### config.mk
export PLATFORM = sky130hd
export DESIGN_NAME = crs_core_regs
export DESIGN_NICKNAME = d
export VERILOG_FILES = /design/src/logic/crs_pkg.sv /design/src/logic/crs_core_regs.sv
export VERILOG_INCLUDE_DIRS = /design/src /design/src/logic
export SDC_FILE = /design/constraint.sdc
export NUM_CORES = 1
export LEC_CHECK = 0
export BUFFER_PORTS_ARGS = -buffer_cell sky130_fd_sc_hd__buf_2
export CORE_MARGIN = 5
export CORE_UTILIZATION = 25
export DETAILED_ROUTE_END_ITERATION = 7
export SLEW_MARGIN = 10
export SYNTH_ARGS = -nofsm -noshare
export SYNTH_HDL_FRONTEND = slang
export SYNTH_SLANG_ARGS = --single-unit
### constraint.sdc
create_clock -name clk_sys_i -period 4 [get_ports clk_sys_i]
set_input_delay 0.6 -clock clk_sys_i [delete_from_list [all_inputs] [get_ports clk_sys_i]]
set_output_delay 0.6 -clock clk_sys_i [all_outputs]
set_load 0.03 [all_outputs]
### src/logic/crs_defs.svh
// Purpose: constants of the core register set
// Assumes: included by its bare name
// Notes:   definitions only
`ifndef CRS_DEFS_SVH
`define CRS_DEFS_SVH
`define CRS_IDXP_HIGH_OFS 8'hBE
`define CRS_IDXP_LOW_OFS  8'hBF
`define CRS_STACK_PTR_OFS 8'hBC
`define CRS_STATUS_OFS    8'hBD
`define CRS_PC_RESET      12'h800
`define CRS_SP_RESET      4'hF
`define CRS_STACK_BASE    8'h30
`define CRS_DATA_BASE     12'h000
`define CRS_PROG_BASE     12'h800
`define CRS_SR_N          0
`define CRS_SR_H          1
`define CRS_SR_C          2
`define CRS_SR_Z          3
`define CRS_SR_G          4
`define CRS_SR_R          7
`define CRS_SR_WMASK      8'h1F
`endif

### src/logic/crs_pkg.sv
// Purpose: types of the core register set
// Assumes: nothing
// Notes:   command word from the sequencer
`default_nettype none
package crs_pkg;
  typedef enum logic [4:0] {
    CRS_OP_NONE, CRS_OP_LOAD_ACC, CRS_OP_ADD, CRS_OP_SUB, CRS_OP_AND,
    CRS_OP_OR, CRS_OP_XOR, CRS_OP_ROL, CRS_OP_ROR, CRS_OP_SET_C,
    CRS_OP_CLR_C, CRS_OP_INVERT_CARRY, CRS_OP_LOAD_CARRY_FROM_BIT,
    CRS_OP_LOAD_X, CRS_OP_INC_X, CRS_OP_DEC_X, CRS_OP_LOAD_SP,
    CRS_OP_SUBROUTINE_CALL, CRS_OP_SUBROUTINE_RETURN,
    CRS_OP_INTERRUPT_RETURN, CRS_OP_IRQ, CRS_OP_SOFTWARE_INTERRUPT,
    CRS_OP_SET_G, CRS_OP_CLR_G, CRS_OP_JUMP, CRS_OP_STEP
  } crs_op_type;

  typedef enum logic [1:0] {
    CRS_ST_IDLE = 2'b01,
    CRS_ST_VEC  = 2'b10
  } crs_state_type;

  typedef struct packed {
    crs_op_type  op;
    logic [7:0]  operand;
    logic [2:0]  bit_sel;
    logic        use_carry;
    logic [11:0] addr;
    logic        idx_en;
    logic        idx_wr;
  } crs_cmd_type;

  typedef struct packed {
    logic [11:0] addr;
    logic        rd;
    logic        wr;
  } crs_idx_type;
endpackage : crs_pkg
`default_nettype wire

### src/logic/crs_core_regs.sv
// Purpose: programmer-visible register set of the 8-bit core
// Assumes: sequencer, ALU and memory bus share clk_sys_i
// Notes:   one command per cycle; stack lives in a private array
// Behaviour
// - Index bit 11 selects data or program space
// - Space-select bit is write only
// - Index pointer mapped at two byte locations
// - Effective address is pointer plus unsigned offset; data space keeps only its low byte
// - Indexed program-space accesses are reads only
// - Counting uses only lower eleven pointer bits
// - Program counter resets to program start
// - Stack pointer resets to all ones
// - Stack limited to sixteen top RAM bytes
// - Push subtracts two, pull adds two
// - Pointer addresses next free stack byte
// - Call pushes return address, low byte first
// - Return pulls address into program counter
// - Carry from arithmetic and dedicated instructions
// - Rotates shift through the carry flag
// - Half carry captures carry from bit three
// - Zero flag set on zero result
// - Negative flag copies result top bit
// - Mask low keeps maskable requests pending
// - Reset clears mask; only software sets it
// - Mask cleared after stacking and vector fetch
// - Interrupt return restores counter, sets mask
// - Status holds four flags, mask, ready
// - Software interrupt ignores mask, stacks, clears
`include "crs_defs.svh"
`default_nettype none
module crs_core_regs (
  input  wire logic               clk_sys_i,
  input  wire logic               reset_i,
  input  wire crs_pkg::crs_cmd_type cmd_i,
  input  wire logic               irq_pend_i,
  input  wire logic               nvm_ready_i,
  input  wire logic               mem_wr_i,
  input  wire logic               mem_rd_i,
  input  wire logic [7:0]         mem_addr_i,
  input  wire logic [7:0]         mem_wdata_i,
  output logic [7:0]              mem_rdata_o,
  output logic                    mem_hit_o,
  output logic [7:0]              acc_o,
  output logic [11:0]             index_o,
  output logic [11:0]             pc_o,
  output logic [3:0]              stack_pointer_o,
  output logic [7:0]              status_flags_o,
  output var crs_pkg::crs_idx_type idx_o,
  output logic                    irq_recog_o
);
  import crs_pkg::*;

  logic [7:0]    acc_r;
  logic [11:0]   index_r;
  logic [11:0]   pc_r;
  logic [3:0]    sp_r;
  logic [7:0]    stack_r [16];
  logic          c_r, h_r, z_r, n_r, g_r;
  crs_state_type state_r;
  logic [7:0]    res_nxt;
  logic          c_nxt, h_nxt, upd_c, upd_h, upd_zn;
  logic [8:0]    sum9;
  logic [4:0]    sum5;
  logic          cin;
  logic          push, pull;
  logic [3:0]    sp_nxt;
  logic [11:0]   pull_addr;
  logic [10:0]   eff_sum;
  logic [7:0]    sr_view;

  assign cin  = cmd_i.use_carry & c_r;
  assign push = cmd_i.op == CRS_OP_SUBROUTINE_CALL ||
                cmd_i.op == CRS_OP_IRQ ||
                cmd_i.op == CRS_OP_SOFTWARE_INTERRUPT;
  assign pull = cmd_i.op == CRS_OP_SUBROUTINE_RETURN ||
                cmd_i.op == CRS_OP_INTERRUPT_RETURN;
  // Return address sits high byte above free slot, low byte above that
  assign pull_addr = {stack_r[4'(sp_r + 4'h1)][3:0],
                      stack_r[4'(sp_r + 4'h2)]};
  assign sr_view = {nvm_ready_i, 2'b00, g_r, z_r, c_r, h_r, n_r};

  // ALU flag generation
  always_comb begin
    res_nxt = acc_r;
    c_nxt   = c_r;
    h_nxt   = h_r;
    upd_c   = 1'b0;
    upd_h   = 1'b0;
    upd_zn  = 1'b0;
    sum9    = 9'h000;
    sum5    = 5'h00;
    case (cmd_i.op)
      CRS_OP_LOAD_ACC: begin
        res_nxt = cmd_i.operand;
        upd_zn  = 1'b1;
      end
      CRS_OP_ADD: begin
        sum9    = {1'b0, acc_r} + {1'b0, cmd_i.operand} + {8'h00, cin};
        sum5    = {1'b0, acc_r[3:0]} + {1'b0, cmd_i.operand[3:0]}
                  + {4'h0, cin};
        res_nxt = sum9[7:0];
        c_nxt   = sum9[8];
        h_nxt   = sum5[4];
        {upd_c, upd_h, upd_zn} = 3'b111;
      end
      CRS_OP_SUB: begin
        // Carry flag here means borrow out of the top bit
        sum9    = {1'b0, acc_r} - {1'b0, cmd_i.operand} - {8'h00, cin};
        sum5    = {1'b0, acc_r[3:0]} - {1'b0, cmd_i.operand[3:0]}
                  - {4'h0, cin};
        res_nxt = sum9[7:0];
        c_nxt   = sum9[8];
        h_nxt   = sum5[4];
        {upd_c, upd_h, upd_zn} = 3'b111;
      end
      CRS_OP_AND: begin
        res_nxt = acc_r & cmd_i.operand;
        upd_zn  = 1'b1;
      end
      CRS_OP_OR: begin
        res_nxt = acc_r | cmd_i.operand;
        upd_zn  = 1'b1;
      end
      CRS_OP_XOR: begin
        res_nxt = acc_r ^ cmd_i.operand;
        upd_zn  = 1'b1;
      end
      CRS_OP_ROL: begin
        res_nxt = {acc_r[6:0], c_r};
        c_nxt   = acc_r[7];
        {upd_c, upd_zn} = 2'b11;
      end
      CRS_OP_ROR: begin
        res_nxt = {c_r, acc_r[7:1]};
        c_nxt   = acc_r[0];
        {upd_c, upd_zn} = 2'b11;
      end
      CRS_OP_SET_C, CRS_OP_CLR_C: begin
        c_nxt = (cmd_i.op == CRS_OP_SET_C);
        upd_c = 1'b1;
      end
      CRS_OP_INVERT_CARRY: begin
        c_nxt = ~c_r;
        upd_c = 1'b1;
      end
      CRS_OP_LOAD_CARRY_FROM_BIT: begin
        c_nxt = cmd_i.operand[cmd_i.bit_sel];
        upd_c = 1'b1;
      end
      default: res_nxt = acc_r;
    endcase
  end

  always_ff @(posedge clk_sys_i) begin
    if (reset_i) begin
      acc_r <= 8'h00;
    end else if (upd_zn) begin
      acc_r <= res_nxt;
    end
  end

  // Condition flags; sequencer commands take priority over a mem write
  always_ff @(posedge clk_sys_i) begin
    if (reset_i) begin
      {c_r, h_r, z_r, n_r} <= 4'h0;
    end else if (upd_c || upd_h || upd_zn) begin
      if (upd_c) c_r <= c_nxt;
      if (upd_h) h_r <= h_nxt;
      if (upd_zn) begin
        z_r <= (res_nxt == 8'h00);
        n_r <= res_nxt[7];
      end
    end else if (mem_wr_i && mem_addr_i == `CRS_STATUS_OFS) begin
      c_r <= mem_wdata_i[`CRS_SR_C];
      h_r <= mem_wdata_i[`CRS_SR_H];
      z_r <= mem_wdata_i[`CRS_SR_Z];
      n_r <= mem_wdata_i[`CRS_SR_N];
    end
  end

  // Interrupt sequencing: mask drops one cycle after stacking and vector
  always_ff @(posedge clk_sys_i) begin
    if (reset_i) begin
      state_r <= CRS_ST_IDLE;
    end else begin
      case (state_r)
        CRS_ST_IDLE: begin
          if (cmd_i.op == CRS_OP_IRQ ||
              cmd_i.op == CRS_OP_SOFTWARE_INTERRUPT) begin
            state_r <= CRS_ST_VEC;
          end
        end
        CRS_ST_VEC: state_r <= CRS_ST_IDLE;
        default:    state_r <= CRS_ST_IDLE;
      endcase
    end
  end

  always_ff @(posedge clk_sys_i) begin
    if (reset_i) begin
      g_r <= 1'b0;
    end else if (cmd_i.op == CRS_OP_SET_G ||
                 cmd_i.op == CRS_OP_INTERRUPT_RETURN) begin
      g_r <= 1'b1;
    end else if (state_r == CRS_ST_VEC ||
                 cmd_i.op == CRS_OP_CLR_G) begin
      g_r <= 1'b0;
    end else if (mem_wr_i && mem_addr_i == `CRS_STATUS_OFS) begin
      g_r <= mem_wdata_i[`CRS_SR_G];
    end
  end

  // Maskable request is only flagged while the mask is set
  always_ff @(posedge clk_sys_i) begin
    irq_recog_o <= ~reset_i & irq_pend_i & g_r &
                   (state_r == CRS_ST_IDLE);
  end

  // Index pointer
  always_ff @(posedge clk_sys_i) begin
    if (reset_i) begin
      index_r <= 12'h000;
    end else if (cmd_i.op == CRS_OP_LOAD_X) begin
      index_r <= cmd_i.addr;
    end else if (cmd_i.op == CRS_OP_INC_X) begin
      index_r[10:0] <= index_r[10:0] + 11'h001;
    end else if (cmd_i.op == CRS_OP_DEC_X) begin
      index_r[10:0] <= index_r[10:0] - 11'h001;
    end else if (mem_wr_i && mem_addr_i == `CRS_IDXP_HIGH_OFS) begin
      index_r[11:8] <= mem_wdata_i[3:0];
    end else if (mem_wr_i && mem_addr_i == `CRS_IDXP_LOW_OFS) begin
      index_r[7:0] <= mem_wdata_i;
    end
  end

  // Indexed address generation
  assign eff_sum = index_r[10:0] + {3'b000, cmd_i.operand};
  always_ff @(posedge clk_sys_i) begin
    if (reset_i) begin
      idx_o <= '0;
    end else begin
      idx_o.addr <= index_r[11] ? (`CRS_PROG_BASE | {1'b0, eff_sum})
                                : (`CRS_DATA_BASE | {4'h0, eff_sum[7:0]});
      idx_o.rd <= cmd_i.idx_en & ~cmd_i.idx_wr;
      idx_o.wr <= cmd_i.idx_en & cmd_i.idx_wr & ~index_r[11];
    end
  end

  // Stack pointer
  always_comb begin
    sp_nxt = sp_r;
    if (push) begin
      sp_nxt = sp_r - 4'h2;
    end else if (pull) begin
      sp_nxt = sp_r + 4'h2;
    end else if (cmd_i.op == CRS_OP_LOAD_SP) begin
      sp_nxt = cmd_i.operand[3:0];
    end else if (mem_wr_i && mem_addr_i == `CRS_STACK_PTR_OFS) begin
      sp_nxt = mem_wdata_i[3:0];
    end
  end

  always_ff @(posedge clk_sys_i) begin
    if (reset_i) begin
      sp_r <= `CRS_SP_RESET;
    end else begin
      sp_r <= sp_nxt;
    end
  end

  // Stack bytes: 4-bit pointer keeps every slot in the top sixteen bytes
  always_ff @(posedge clk_sys_i) begin
    if (push) begin
      stack_r[sp_r]                <= pc_r[7:0];
      stack_r[4'(sp_r - 4'h1)]     <= {4'h0, pc_r[11:8]};
    end
  end

  // Program counter
  always_ff @(posedge clk_sys_i) begin
    if (reset_i) begin
      pc_r <= `CRS_PC_RESET;
    end else if (push || cmd_i.op == CRS_OP_JUMP) begin
      pc_r <= cmd_i.addr;
    end else if (pull) begin
      pc_r <= pull_addr;
    end else if (cmd_i.op == CRS_OP_STEP) begin
      pc_r <= {pc_r[11], pc_r[10:0] + 11'h001};
    end
  end

  // Memory-mapped read port; unmapped offsets answer zero with no hit
  always_ff @(posedge clk_sys_i) begin
    mem_hit_o   <= 1'b0;
    mem_rdata_o <= 8'h00;
    if (!reset_i && mem_rd_i) begin
      mem_hit_o <= 1'b1;
      case (mem_addr_i)
        `CRS_IDXP_HIGH_OFS: mem_rdata_o <= {5'h00, index_r[10:8]};
        `CRS_IDXP_LOW_OFS:  mem_rdata_o <= index_r[7:0];
        `CRS_STACK_PTR_OFS: mem_rdata_o <= {4'h0, sp_r};
        `CRS_STATUS_OFS:    mem_rdata_o <= sr_view;
        default:            mem_hit_o   <= 1'b0;
      endcase
    end
  end

  always_ff @(posedge clk_sys_i) begin
    if (reset_i) begin
      acc_o           <= 8'h00;
      index_o         <= 12'h000;
      pc_o            <= `CRS_PC_RESET;
      stack_pointer_o <= `CRS_SP_RESET;
      status_flags_o  <= 8'h00;
    end else begin
      acc_o           <= acc_r;
      index_o         <= index_r;
      pc_o            <= pc_r;
      stack_pointer_o <= sp_r;
      status_flags_o  <= sr_view;
    end
  end
endmodule : crs_core_regs
`default_nettype wire

## Yosys cells after proc, flatten, opt, wreduce, memory -nomap -nowiden

Memories as Yosys holds them, arrays and structs flattened.
Index checks and enable logic that the tools add are counted.

| cells by class | value |
|---|---|
| $add $sub $neg | 16 |
| magnitude comparators | 1 |
| eq/ne operators | 39 |
| multiplexer cells | 43 |
| bitwise gates (word level) | 15 |
| reduce and logical (&&, ||, !) cells | 36 |

Operator list:

| cell | count |
|---|---|
| $pmux 8 s8 | 1 |
| $eq 5x5->1 const B | 10 |
| $mux 12 | 4 |
| $eq 5x4->1 const B | 8 |
| $mux 11 | 3 |
| $eq 8x8->1 const B | 4 |
| $pmux 8 s4 | 1 |
| $mux 1 | 24 |
| $add 11x1->11 const B | 2 |
| $eq 5x3->1 const B | 4 |
| $mux 4 | 5 |
| $mux 8 | 2 |
| $reduce_or 8->1 | 2 |
| $reduce_bool 4->1 | 3 |
| $add 11x8->11 | 1 |
| $sub 11x1->11 const B | 1 |
| $eq 5x2->1 const B | 2 |
| $ne 2x2->1 const B | 5 |
| $add 8x8->9 | 1 |
| $add 9x1->9 | 1 |
| $logic_or 1x1->1 | 9 |
| $reduce_and 3->1 | 3 |
| $sub 8x8->9 | 1 |
| $sub 9x1->9 | 1 |
| other kinds (31) | 52 |

| storage, ports and cells | value |
|---|---|
| register bits | 111 |
| bits in writable memories | 128 |
| bits of input ports | 53 |
| word-level logic and storage cells | 177 |
| memories | 1 |

Memories:

| name | depth | bits a word | rd ports | clocked after memory_dff | write ports | RTL line | text |
|---|---|---|---|---|---|---|---|
| stack_r | 16 | 8 | 2 | 0 | 2 | crs_core_regs.sv:57 | `logic [7:0] stack_r [16];` |

## Logic depth before layout (Yosys ltp)

Gate-level depths: netlist (run 1).

| depth | value |
|---|---|
| depth after elaboration | 7 |
| depth in mapped cells | 14 |
| depth with buffers taken out | 12 |

## Worst setup path before layout (run 1)

OpenSTA, ideal clock, no wires.

| timing path | value |
|---|---|
| path type | register -> register |
| start point | register sp_r[1] |
| end point | register pc_r[10] |
| arrival | 3,407 ps |
| required time | 3,878 ps |
| setup slack | 472 ps |
| stages on the path, launching flop included | 12 |
| period minus slack after synthesis | 3,528 ps |
| path through | dfxtp_1 -> buf_2 -> clkbuf_1 -> clkbuf_1 -> inv_1 -> ha_1 -> clkbuf_1 -> clkbuf_1 -> mux4_2 -> mux4_2 -> o221ai_1 -> a21oi_1 |

| between the ends | value |
|---|---|
| cells in the longest elaborated chain, start to end | 4 |

RTL lines:

| what | RTL line | text |
|---|---|---|
| from (decl) | crs_core_regs.sv:56 | `logic [3:0] sp_r;` |
| from (signal assigned) | crs_core_regs.sv:265 | `` sp_r <= `CRS_SP_RESET; `` |
| from (signal assigned) | crs_core_regs.sv:267 | `sp_r <= sp_nxt;` |
| $add 4x1->4 | crs_core_regs.sv:78 | `assign pull_addr = {stack_r[4'(sp_r + 4'h1)][3:0],` |
| $mem_v2 16x8 | n/a |  |
| $mux 12 | crs_core_regs.sv:285 | `end else if (pull) begin` |
| $mux 12 | crs_core_regs.sv:283 | `end else if (push \|\| cmd_i.op == CRS_OP_JUMP) begin` |
| to (signal assigned) | crs_core_regs.sv:282 | `` pc_r <= `CRS_PC_RESET; `` |
| to (signal assigned) | crs_core_regs.sv:284 | `pc_r <= cmd_i.addr;` |
| to (signal assigned) | crs_core_regs.sv:286 | `pc_r <= pull_addr;` |
| to (decl) | crs_core_regs.sv:55 | `logic [11:0] pc_r;` |

No other way between the ends. The select of a mux whose other input is x is not followed.
A chain may end at the register's enable or synchronous reset.

## Worst setup path in the final report (run 1)

| timing path | value |
|---|---|
| start point | register c_r |
| end point | register z_r |

| between the ends | value |
|---|---|
| cells in the longest elaborated chain, start to end | 6 |

RTL lines:

| what | RTL line | text |
|---|---|---|
| from (decl) | crs_core_regs.sv:58 | `logic c_r, h_r, z_r, n_r, g_r;` |
| from (signal assigned) | crs_core_regs.sv:167 | `if (upd_c) c_r <= c_nxt;` |
| from (signal assigned) | crs_core_regs.sv:174 | `` c_r <= mem_wdata_i[`CRS_SR_C]; `` |
| $and 1x1->1 | crs_core_regs.sv:71 | `assign cin = cmd_i.use_carry & c_r;` |
| $sub 9x1->9 or $add 9x1->9 (tied branches) | crs_core_regs.sv:108, crs_core_regs.sv:98 |  |
| $pmux 8 s8 * | crs_core_regs.sv:92 | `case (cmd_i.op)` |
| $logic_not 8->1 * | crs_core_regs.sv:170 | `z_r <= (res_nxt == 8'h00);` |
| $mux 1 * | crs_core_regs.sv:169 | `if (upd_zn) begin` |
| $mux 1 * | crs_core_regs.sv:166 | `end else if (upd_c \|\| upd_h \|\| upd_zn) begin` |
| to (signal assigned) | crs_core_regs.sv:170 |  |
| to (signal assigned) | crs_core_regs.sv:176 | `` z_r <= mem_wdata_i[`CRS_SR_Z]; `` |
| to (decl) | crs_core_regs.sv:58 |  |

Every way passes the cells marked *; elsewhere a longest branch is shown, timed or not. The select of a mux whose other input is x is not followed.

==> results.sh, run 1 <==
export IMPL_grt_pass1_wl_um=69300
export IMPL_drtAntennaViolNets=0
export IMPL_intPower_w=0.00454
export IMPL_gp_congestion=0.907
export IMPL_cts_resized=0
export IMPL_routed_via_density=5.19
export IMPL_multi_input_area_mm2=0.00768
export IMPL_postCtsSetupBuffers=0
export IMPL_syn_to_final_growth_pct=17.6
export IMPL_htreeDepth=1
export IMPL_slowest_delay_ns=0.61
export IMPL_rows=85
export IMPL_status="finished clean"
export IMPL_ys_flop_type="dfxtp_1"
export IMPL_rsz0062_at_grt="no"
export IMPL_synthTopCellsByArea="dfxtp_1 25%, edfxtp_1 14%, mux4_2 11%"
export IMPL_hpwlAfterDp_um=32900
export IMPL_swShare_pct=27.9
export IMPL_crit_chain="nand2_1, inv_1, fa_1, inv_1, ha_1, o21ai_0, a2111oi_0, or4b_1, a31oi_1, a211oi_1, nor2_1, o31ai_2"
export IMPL_grt_pass1_vias=11347
export IMPL_hold_ws_ns=0.210
export IMPL_synth_cells=1475
export IMPL_slew_headroom_pct=19.6
export IMPL_r2r_start="c_r$_SDFFE_PP0P_"
export IMPL_yosysTopAreaCellShare_pct=25.2
export IMPL_avgSynthCellArea_um2=9.27
export IMPL_tns_ns=0
export IMPL_power_switching_w=0.00175
export IMPL_vias=11849
export IMPL_wl_um=45400
export IMPL_cp_max_fo=3
export IMPL_regArea_mm2=0.00537
export IMPL_die_area_mm2=0.0595
export IMPL_fin_nets=1673
export IMPL_cp_common_cell="inv_1"
export IMPL_clk_pin_slew_worst_paths_ns=0.06
export IMPL_grt_max_degree=67
export IMPL_start_util_pct=25.3
export IMPL_hp_class="in -> reg"
export IMPL_synth_area_leader_cell="dfxtp_1"
export IMPL_final_common_cell="nand2_1"
export IMPL_ys_types=77
export IMPL_sequentialPowerShare_pct=41.4
export IMPL_worstHoldStart="cmd_i[0]"
export IMPL_fin_skew_ns=0.0322
export IMPL_worstPathArrival_ns=3.67
export IMPL_leakage_nw=6.12
export IMPL_core_mm2=0.0540
export IMPL_worstSkewPairLatency_ns=0.59
export IMPL_layout_common_cells="224 x nand2_1, 170 x dfxtp_1, 154 x nor2_1"
export IMPL_yosysSeqAreaShare_pct=39.2
export IMPL_ys_ff_latch=236
export IMPL_p_comb_share_pct=14.0
export IMPL_pwr_density_cell_mw_per_mm2=391
export IMPL_drc=0
export IMPL_cts_buffer_depth=3
export IMPL_r2r_cells=12
export IMPL_worst_pin_slew_ns=1.20
export IMPL_antenna_found_initial=3
export IMPL_die_w_um=244
export IMPL_synthArstFlopShare_pct=0
export IMPL_ioPinCount=121
export IMPL_worst_path_max_delay_cell="a2111oi_0"
export IMPL_min_period_over_period_pct=79.2
export IMPL_clockPowerShare_pct=44.7
export IMPL_grt_ovfl_total=0
export IMPL_crit_required_ns=4.51
export IMPL_endpoint_kind="flip-flop"
export IMPL_cts_inserted_buffers=29
export IMPL_drive_above_1_share_pct=19.3
export IMPL_max_freq_ghz=0.316
export IMPL_yosysWarnings=0
export IMPL_grt_usage_pct=14.6
export IMPL_cp_top_family="compound AO/OA/AOI/OAI gates"
export IMPL_dieHeight_um=244
export IMPL_slew_viol_final=0
export IMPL_drt_initial_drc_count=1145
export IMPL_critical_path_buf_inv_count=2
export IMPL_clock_root_buffer="clkbuf_16"
export IMPL_firstDrtPassIters=5
export IMPL_maxCapViolCount=0
export IMPL_rrSetupSlack_ns=0.83
export IMPL_num_antenna_cells=0
export IMPL_vdd_drop_max_uv=294
export IMPL_synth_edf_count=64
export IMPL_setup_viol=0
export IMPL_tritoncts="done"
export IMPL_synthesis_area_mm2=0.0137
export IMPL_num_fill_cells=5636
export IMPL_fin_crit_ns=3.17
export IMPL_portBuffers=118
export IMPL_hold_depth=2
export IMPL_cts_sinks=236
export IMPL_rr_endpoint="z_r$_SDFFE_PP0P_"
export IMPL_post_drt_wl_per_cell_um=19.9
export IMPL_holdBufCountCts=0
export IMPL_hold_path_end="idx_o[1]$_SDFF_PP0_"
export IMPL_critical_path_class="reg -> reg"
export IMPL_start_kind="flip-flop"
export IMPL_hold_viol_final=0
export IMPL_finalPower_w=0.00630
## power groups by stage
stage	Sequential (W)	Combinational, W	Clock, W
2_1_floorplan	0.00264	0.000590	0
3_3_place_gp	0.00265	0.000864	0
4_1_cts	0.00260	0.000874	0.00286
5_1_grt	0.00261	0.000950	0.00297
6_report	0.00260	0.000881	0.00281
3_5_place_dp	0.00265	0.000871	0
## metrics by stage
stage | util (%) | cell area (µm²) | instances | worst slack, ns
6_report | 29.8 | 16100 | 2284 | 0.833
5_1_grt | 29.8 | 16100 | 2284 | 0.599
4_1_cts | 29.8 | 16100 | 2284 | 0.860
3_5_place_dp | 27.9 | 15100 | 2230 | 0.528
3_3_place_gp | 27.9 | 15100 | 2230 | 0.571
2_1_floorplan | - | 13700 | 1476 | 0.472
## state kept, by name, indices dropped and copies added (netlist names), 2 cells and up
register and flops:
stack_r 128, idx_o 14, index_r 12, pc_o 12
pc_r 12, index_o 11, acc_o 8, acc_r 8
mem_rdata_o 8, status_flags_o 6, sp_r 4, stack_pointer_o 4
state_r 2
## worst reg2reg max path: cells and delay by family (launching register included)
kind | cells | cell delay (ns)
adder cells (fa/ha/maj) | 2 | 0.60
AND/OR/NAND/NOR | 3 | 0.42
buffers and inverters | 2 | 0.17
flip-flops | 1 | 0.40
AO/OA/AOI/OAI | 5 | 1.50
## logic make-up after synthesis
family / count (synthesis) / synth area share [%]
other: 1 / 0.0274
adder cells (fa/ha/maj): 55 / 5.31
XOR/XNOR: 40 / 2.62
multiplexers: 123 / 15.0
flip-flops: 236 / 39.2
AO/OA/AOI/OAI: 294 / 13.9
buffers and inverters: 153 / 4.58
AND/OR/NAND/NOR: 573 / 19.3
## Yosys cell counts (all sizes together) (11+ instances only)
| cell type | number |
|---|---|
| a21oi | 60 |
| inv | 42 |
| edfxtp | 64 |
| o21ai | 101 |
| o22ai | 16 |
| and2 | 12 |
| nand3 | 31 |
| dfxtp | 172 |
| a211oi | 16 |
| buf | 28 |
| and3 | 11 |
| mux2i | 54 |
| nor2 | 159 |
| ha | 50 |
| clkbuf | 83 |
| xnor2 | 22 |
| nand2 | 224 |
| mux4 | 65 |
| xor2 | 18 |
| nor3 | 28 |
| nor2b | 41 |
## how the worst max path moves through the flow
stage | from | endpoint | slack (ns) | depth (start not counted)
floorplan | sp_r[1]$_SDFFE_PP1P_ | pc_r[10]$_SDFFE_PP0P_ | 0.47 | 11
global placement | cmd_i[18] | z_r$_SDFFE_PP0P_ | 0.57 | 11
detailed placement | cmd_i[18] | z_r$_SDFFE_PP0P_ | 0.53 | 11
finish | c_r$_SDFFE_PP0P_ | z_r$_SDFFE_PP0P_ | 0.83 | 12
CTS | c_r$_SDFFE_PP0P_ | z_r$_SDFFE_PP0P_ | 0.86 | 12
global route | c_r$_SDFFE_PP0P_ | z_r$_SDFFE_PP0P_ | 0.60 | 12
## final cells by class
class / instances / area share (%)
Clock inverter: 21 / 1.37
Sequential cell: 236 / 33.4
Multi-Input combinational cell: 1087 / 47.8
Clock buffer: 33 / 4.99
Tap cell: 696 / 5.42
Timing Repair Buffer: 169 / 6.07
Inverter: 42 / 0.980
## routing by layer
metal / GRT usage (%) / vias up / routed length (µm)
li1: - / 5482 / -
met1: 19.4 / 5717 / 19000
met2: 24.6 / 557 / 21600
met3: 2.39 / 93 / 3520
met4: 4.08 / 0 / 1250
met5: 0 / - / 0
Note: power is estimated with default switching activity, not from simulation.
==> run 2, diff against run 1 <==
- clock period: 4 -> 2.9 ns (I/O delays scaled with it)
==> results.sh, run 2 (synthesized netlist as in run 1, its figures left out) <==
export IMPL_post_drt_wl_per_cell_um=19.5
export IMPL_fin_skew_ns=0.0206
export IMPL_final_common_cell="nand2_1"
export IMPL_die_area_mm2=0.0595
export IMPL_worstHoldStart="nvm_ready_i"
export IMPL_num_antenna_cells=0
export IMPL_drtAntennaViolNets=0
export IMPL_fin_ws_ns=0.166
export IMPL_clk_pin_slew_worst_paths_ns=0.06
export IMPL_cp_max_fo=3
export IMPL_hpwlAfterDp_um=34700
export IMPL_firstDrtPassIters=6
export IMPL_cts_buffer_depth=3
export IMPL_rows=85
export IMPL_hold_viol_final=0
export IMPL_grt_pass1_wl_um=71200
export IMPL_max_freq_ghz=0.366
export IMPL_gr_usage_met1_pct=19.4
export IMPL_grt_max_degree=43
export IMPL_status="finished clean"
export IMPL_drt_initial_drc_count=857
export IMPL_postCtsSetupBuffers=0
export IMPL_worst_pin_slew_ns=0.964
export IMPL_grt_busiest_layer="met2"
export IMPL_dieHeight_um=244
export IMPL_crit_required_ns=3.40
export IMPL_grt_usage_pct=15.0
export IMPL_start_kind="flip-flop"
export IMPL_portBuffers=118
export IMPL_pwr_density_cell_mw_per_mm2=519
export IMPL_endpoint_kind="flip-flop"
export IMPL_dp_slack_ns=-0.340
export IMPL_largest_register_ff_count=128
export IMPL_start_util_pct=25.3
export IMPL_drc=0
export IMPL_vias=12022
export IMPL_maxCapViolCount=0
export IMPL_gp_congestion=0.914
export IMPL_grt_ovfl_total=0
export IMPL_fin_nets=1752
export IMPL_setup_viol=0
export IMPL_rr_endpoint="c_r$_SDFFE_PP0P_"
export IMPL_r2r_cells=11
export IMPL_core_mm2=0.0540
export IMPL_layout_common_cells="223 x nand2_1, 170 x dfxtp_1, 154 x nor2_1"
export IMPL_worstPathArrival_ns=3.24
export IMPL_leakage_nw=6.50
export IMPL_slew_headroom_pct=35.6
export IMPL_reg_top3="stack_r (128), idx_o (14)"
export IMPL_htreeDepth=1
export IMPL_ioPinCount=121
export IMPL_fin_crit_ns=2.73
export IMPL_worstSkewPairLatency_ns=0.59
export IMPL_die_w_um=244
export IMPL_antenna_found_initial=0
export IMPL_grtUsageMet3_pct=2.85
export IMPL_wl_um=46100
export IMPL_grt_use_met2_pct=25.2
export IMPL_critical_path_class="reg -> reg"
export IMPL_routed_via_density=5.09
export IMPL_hold_path_end="status_flags_o[7]$_SDFF_PP0_"
export IMPL_slew_viol_final=0
export IMPL_tritoncts="done"
export IMPL_cts_sinks=236
export IMPL_hold_depth=2
export IMPL_final_util_pct=30.9
export IMPL_min_period_over_period_pct=94.3
export IMPL_syn_to_final_growth_pct=22.1
export IMPL_grt_pass1_vias=11947
export IMPL_vdd_drop_max_uv=411
export IMPL_clock_root_buffer="clkbuf_16"
export IMPL_drive_above_1_share_pct=23.8
export IMPL_cts_inserted_buffers=29
export IMPL_hold_ws_ns=0.0723
export IMPL_hp_class="in -> reg"
export IMPL_r2r_start="c_r$_SDFFE_PP0P_"
export IMPL_rrSetupSlack_ns=0.17
export IMPL_largest_register="stack_r"
## run 2: what timing repair did
item	in CTS	in global routing
endpoints found under the setup margin	3	4
resized for setup	2	9
pin swaps	0	1
hold buffers	1	0
endpoints found under the hold margin	1	0
## run 2: per-stage QoR
stage | power (W) | std cells | setup TNS [ns] | cell area, µm²
final | 0.00867 | 2362 | 0 | 16700
after global routing | 0.00904 | 2362 | -0.00525 | 16700
after CTS | 0.00876 | 2362 | 0 | 16700
after detailed placement | 0.00496 | 2308 | -1.07 | 15700
after global placement | 0.00496 | 2308 | -1.01 | 15700
after floorplan | 0.00445 | 1476 | 0 | 13700
## run 2: power breakdown
group          internal, W  switching, W  leakage (nW)
Combinational     0.000557      0.000832          3.96
Clock              0.00215       0.00160         0.479
Sequential         0.00346     0.0000782          2.06
Total              0.00616       0.00250          6.50
## run 2: per-layer routing
metal / share of wire [%] / vias to the layer above
met4: 3.0 / 0
met5: 0 / -
li1: - / 5631
met2: 47 / 550
met1: 42 / 5752
met3: 8.0 / 89
## run 2: how the worst max path moves through the flow
stage	from	end	slack [ns]	cells past startpoint
after floorplan	sp_r[0]$_SDFFE_PP1P_	pc_r[10]$_SDFFE_PP0P_	0.009	12
after global placement	cmd_i[14]	z_r$_SDFFE_PP0P_	-0.34	13
after detailed placement	cmd_i[14]	z_r$_SDFFE_PP0P_	-0.34	13
after CTS	c_r$_SDFFE_PP0P_	z_r$_SDFFE_PP0P_	0.02	12
after global routing	acc_r[3]$_SDFFE_PP0N_	z_r$_SDFFE_PP0P_	-0.005	10
final	c_r$_SDFFE_PP0P_	c_r$_SDFFE_PP0P_	0.17	11
## run 2: area by class of cell
| class | instances | area, µm² |
|---|---|---|
| Clock buffer | 34 | 787 |
| Clock inverter | 19 | 196 |
| Fill cell | 5577 | 37300 |
| Inverter | 42 | 158 |
| Multi-Input combinational cell | 1087 | 7720 |
| Sequential cell | 236 | 5370 |
| Tap cell | 696 | 871 |
| Timing Repair Buffer | 248 | 1580 |
## run 2: worst max-delay path, stage by stage, from the launching register on
cell and delay, ns:
dfxtp_1 0.34, nand2_2 0.10, fa_2 0.37, fa_1 0.41, o21a_1 0.22, buf_4 0.14, o221a_2 0.27, a21o_1 0.20
a21oi_2 0.15, xor2_1 0.16, a21oi_1 0.10, a31oi_1 0.20
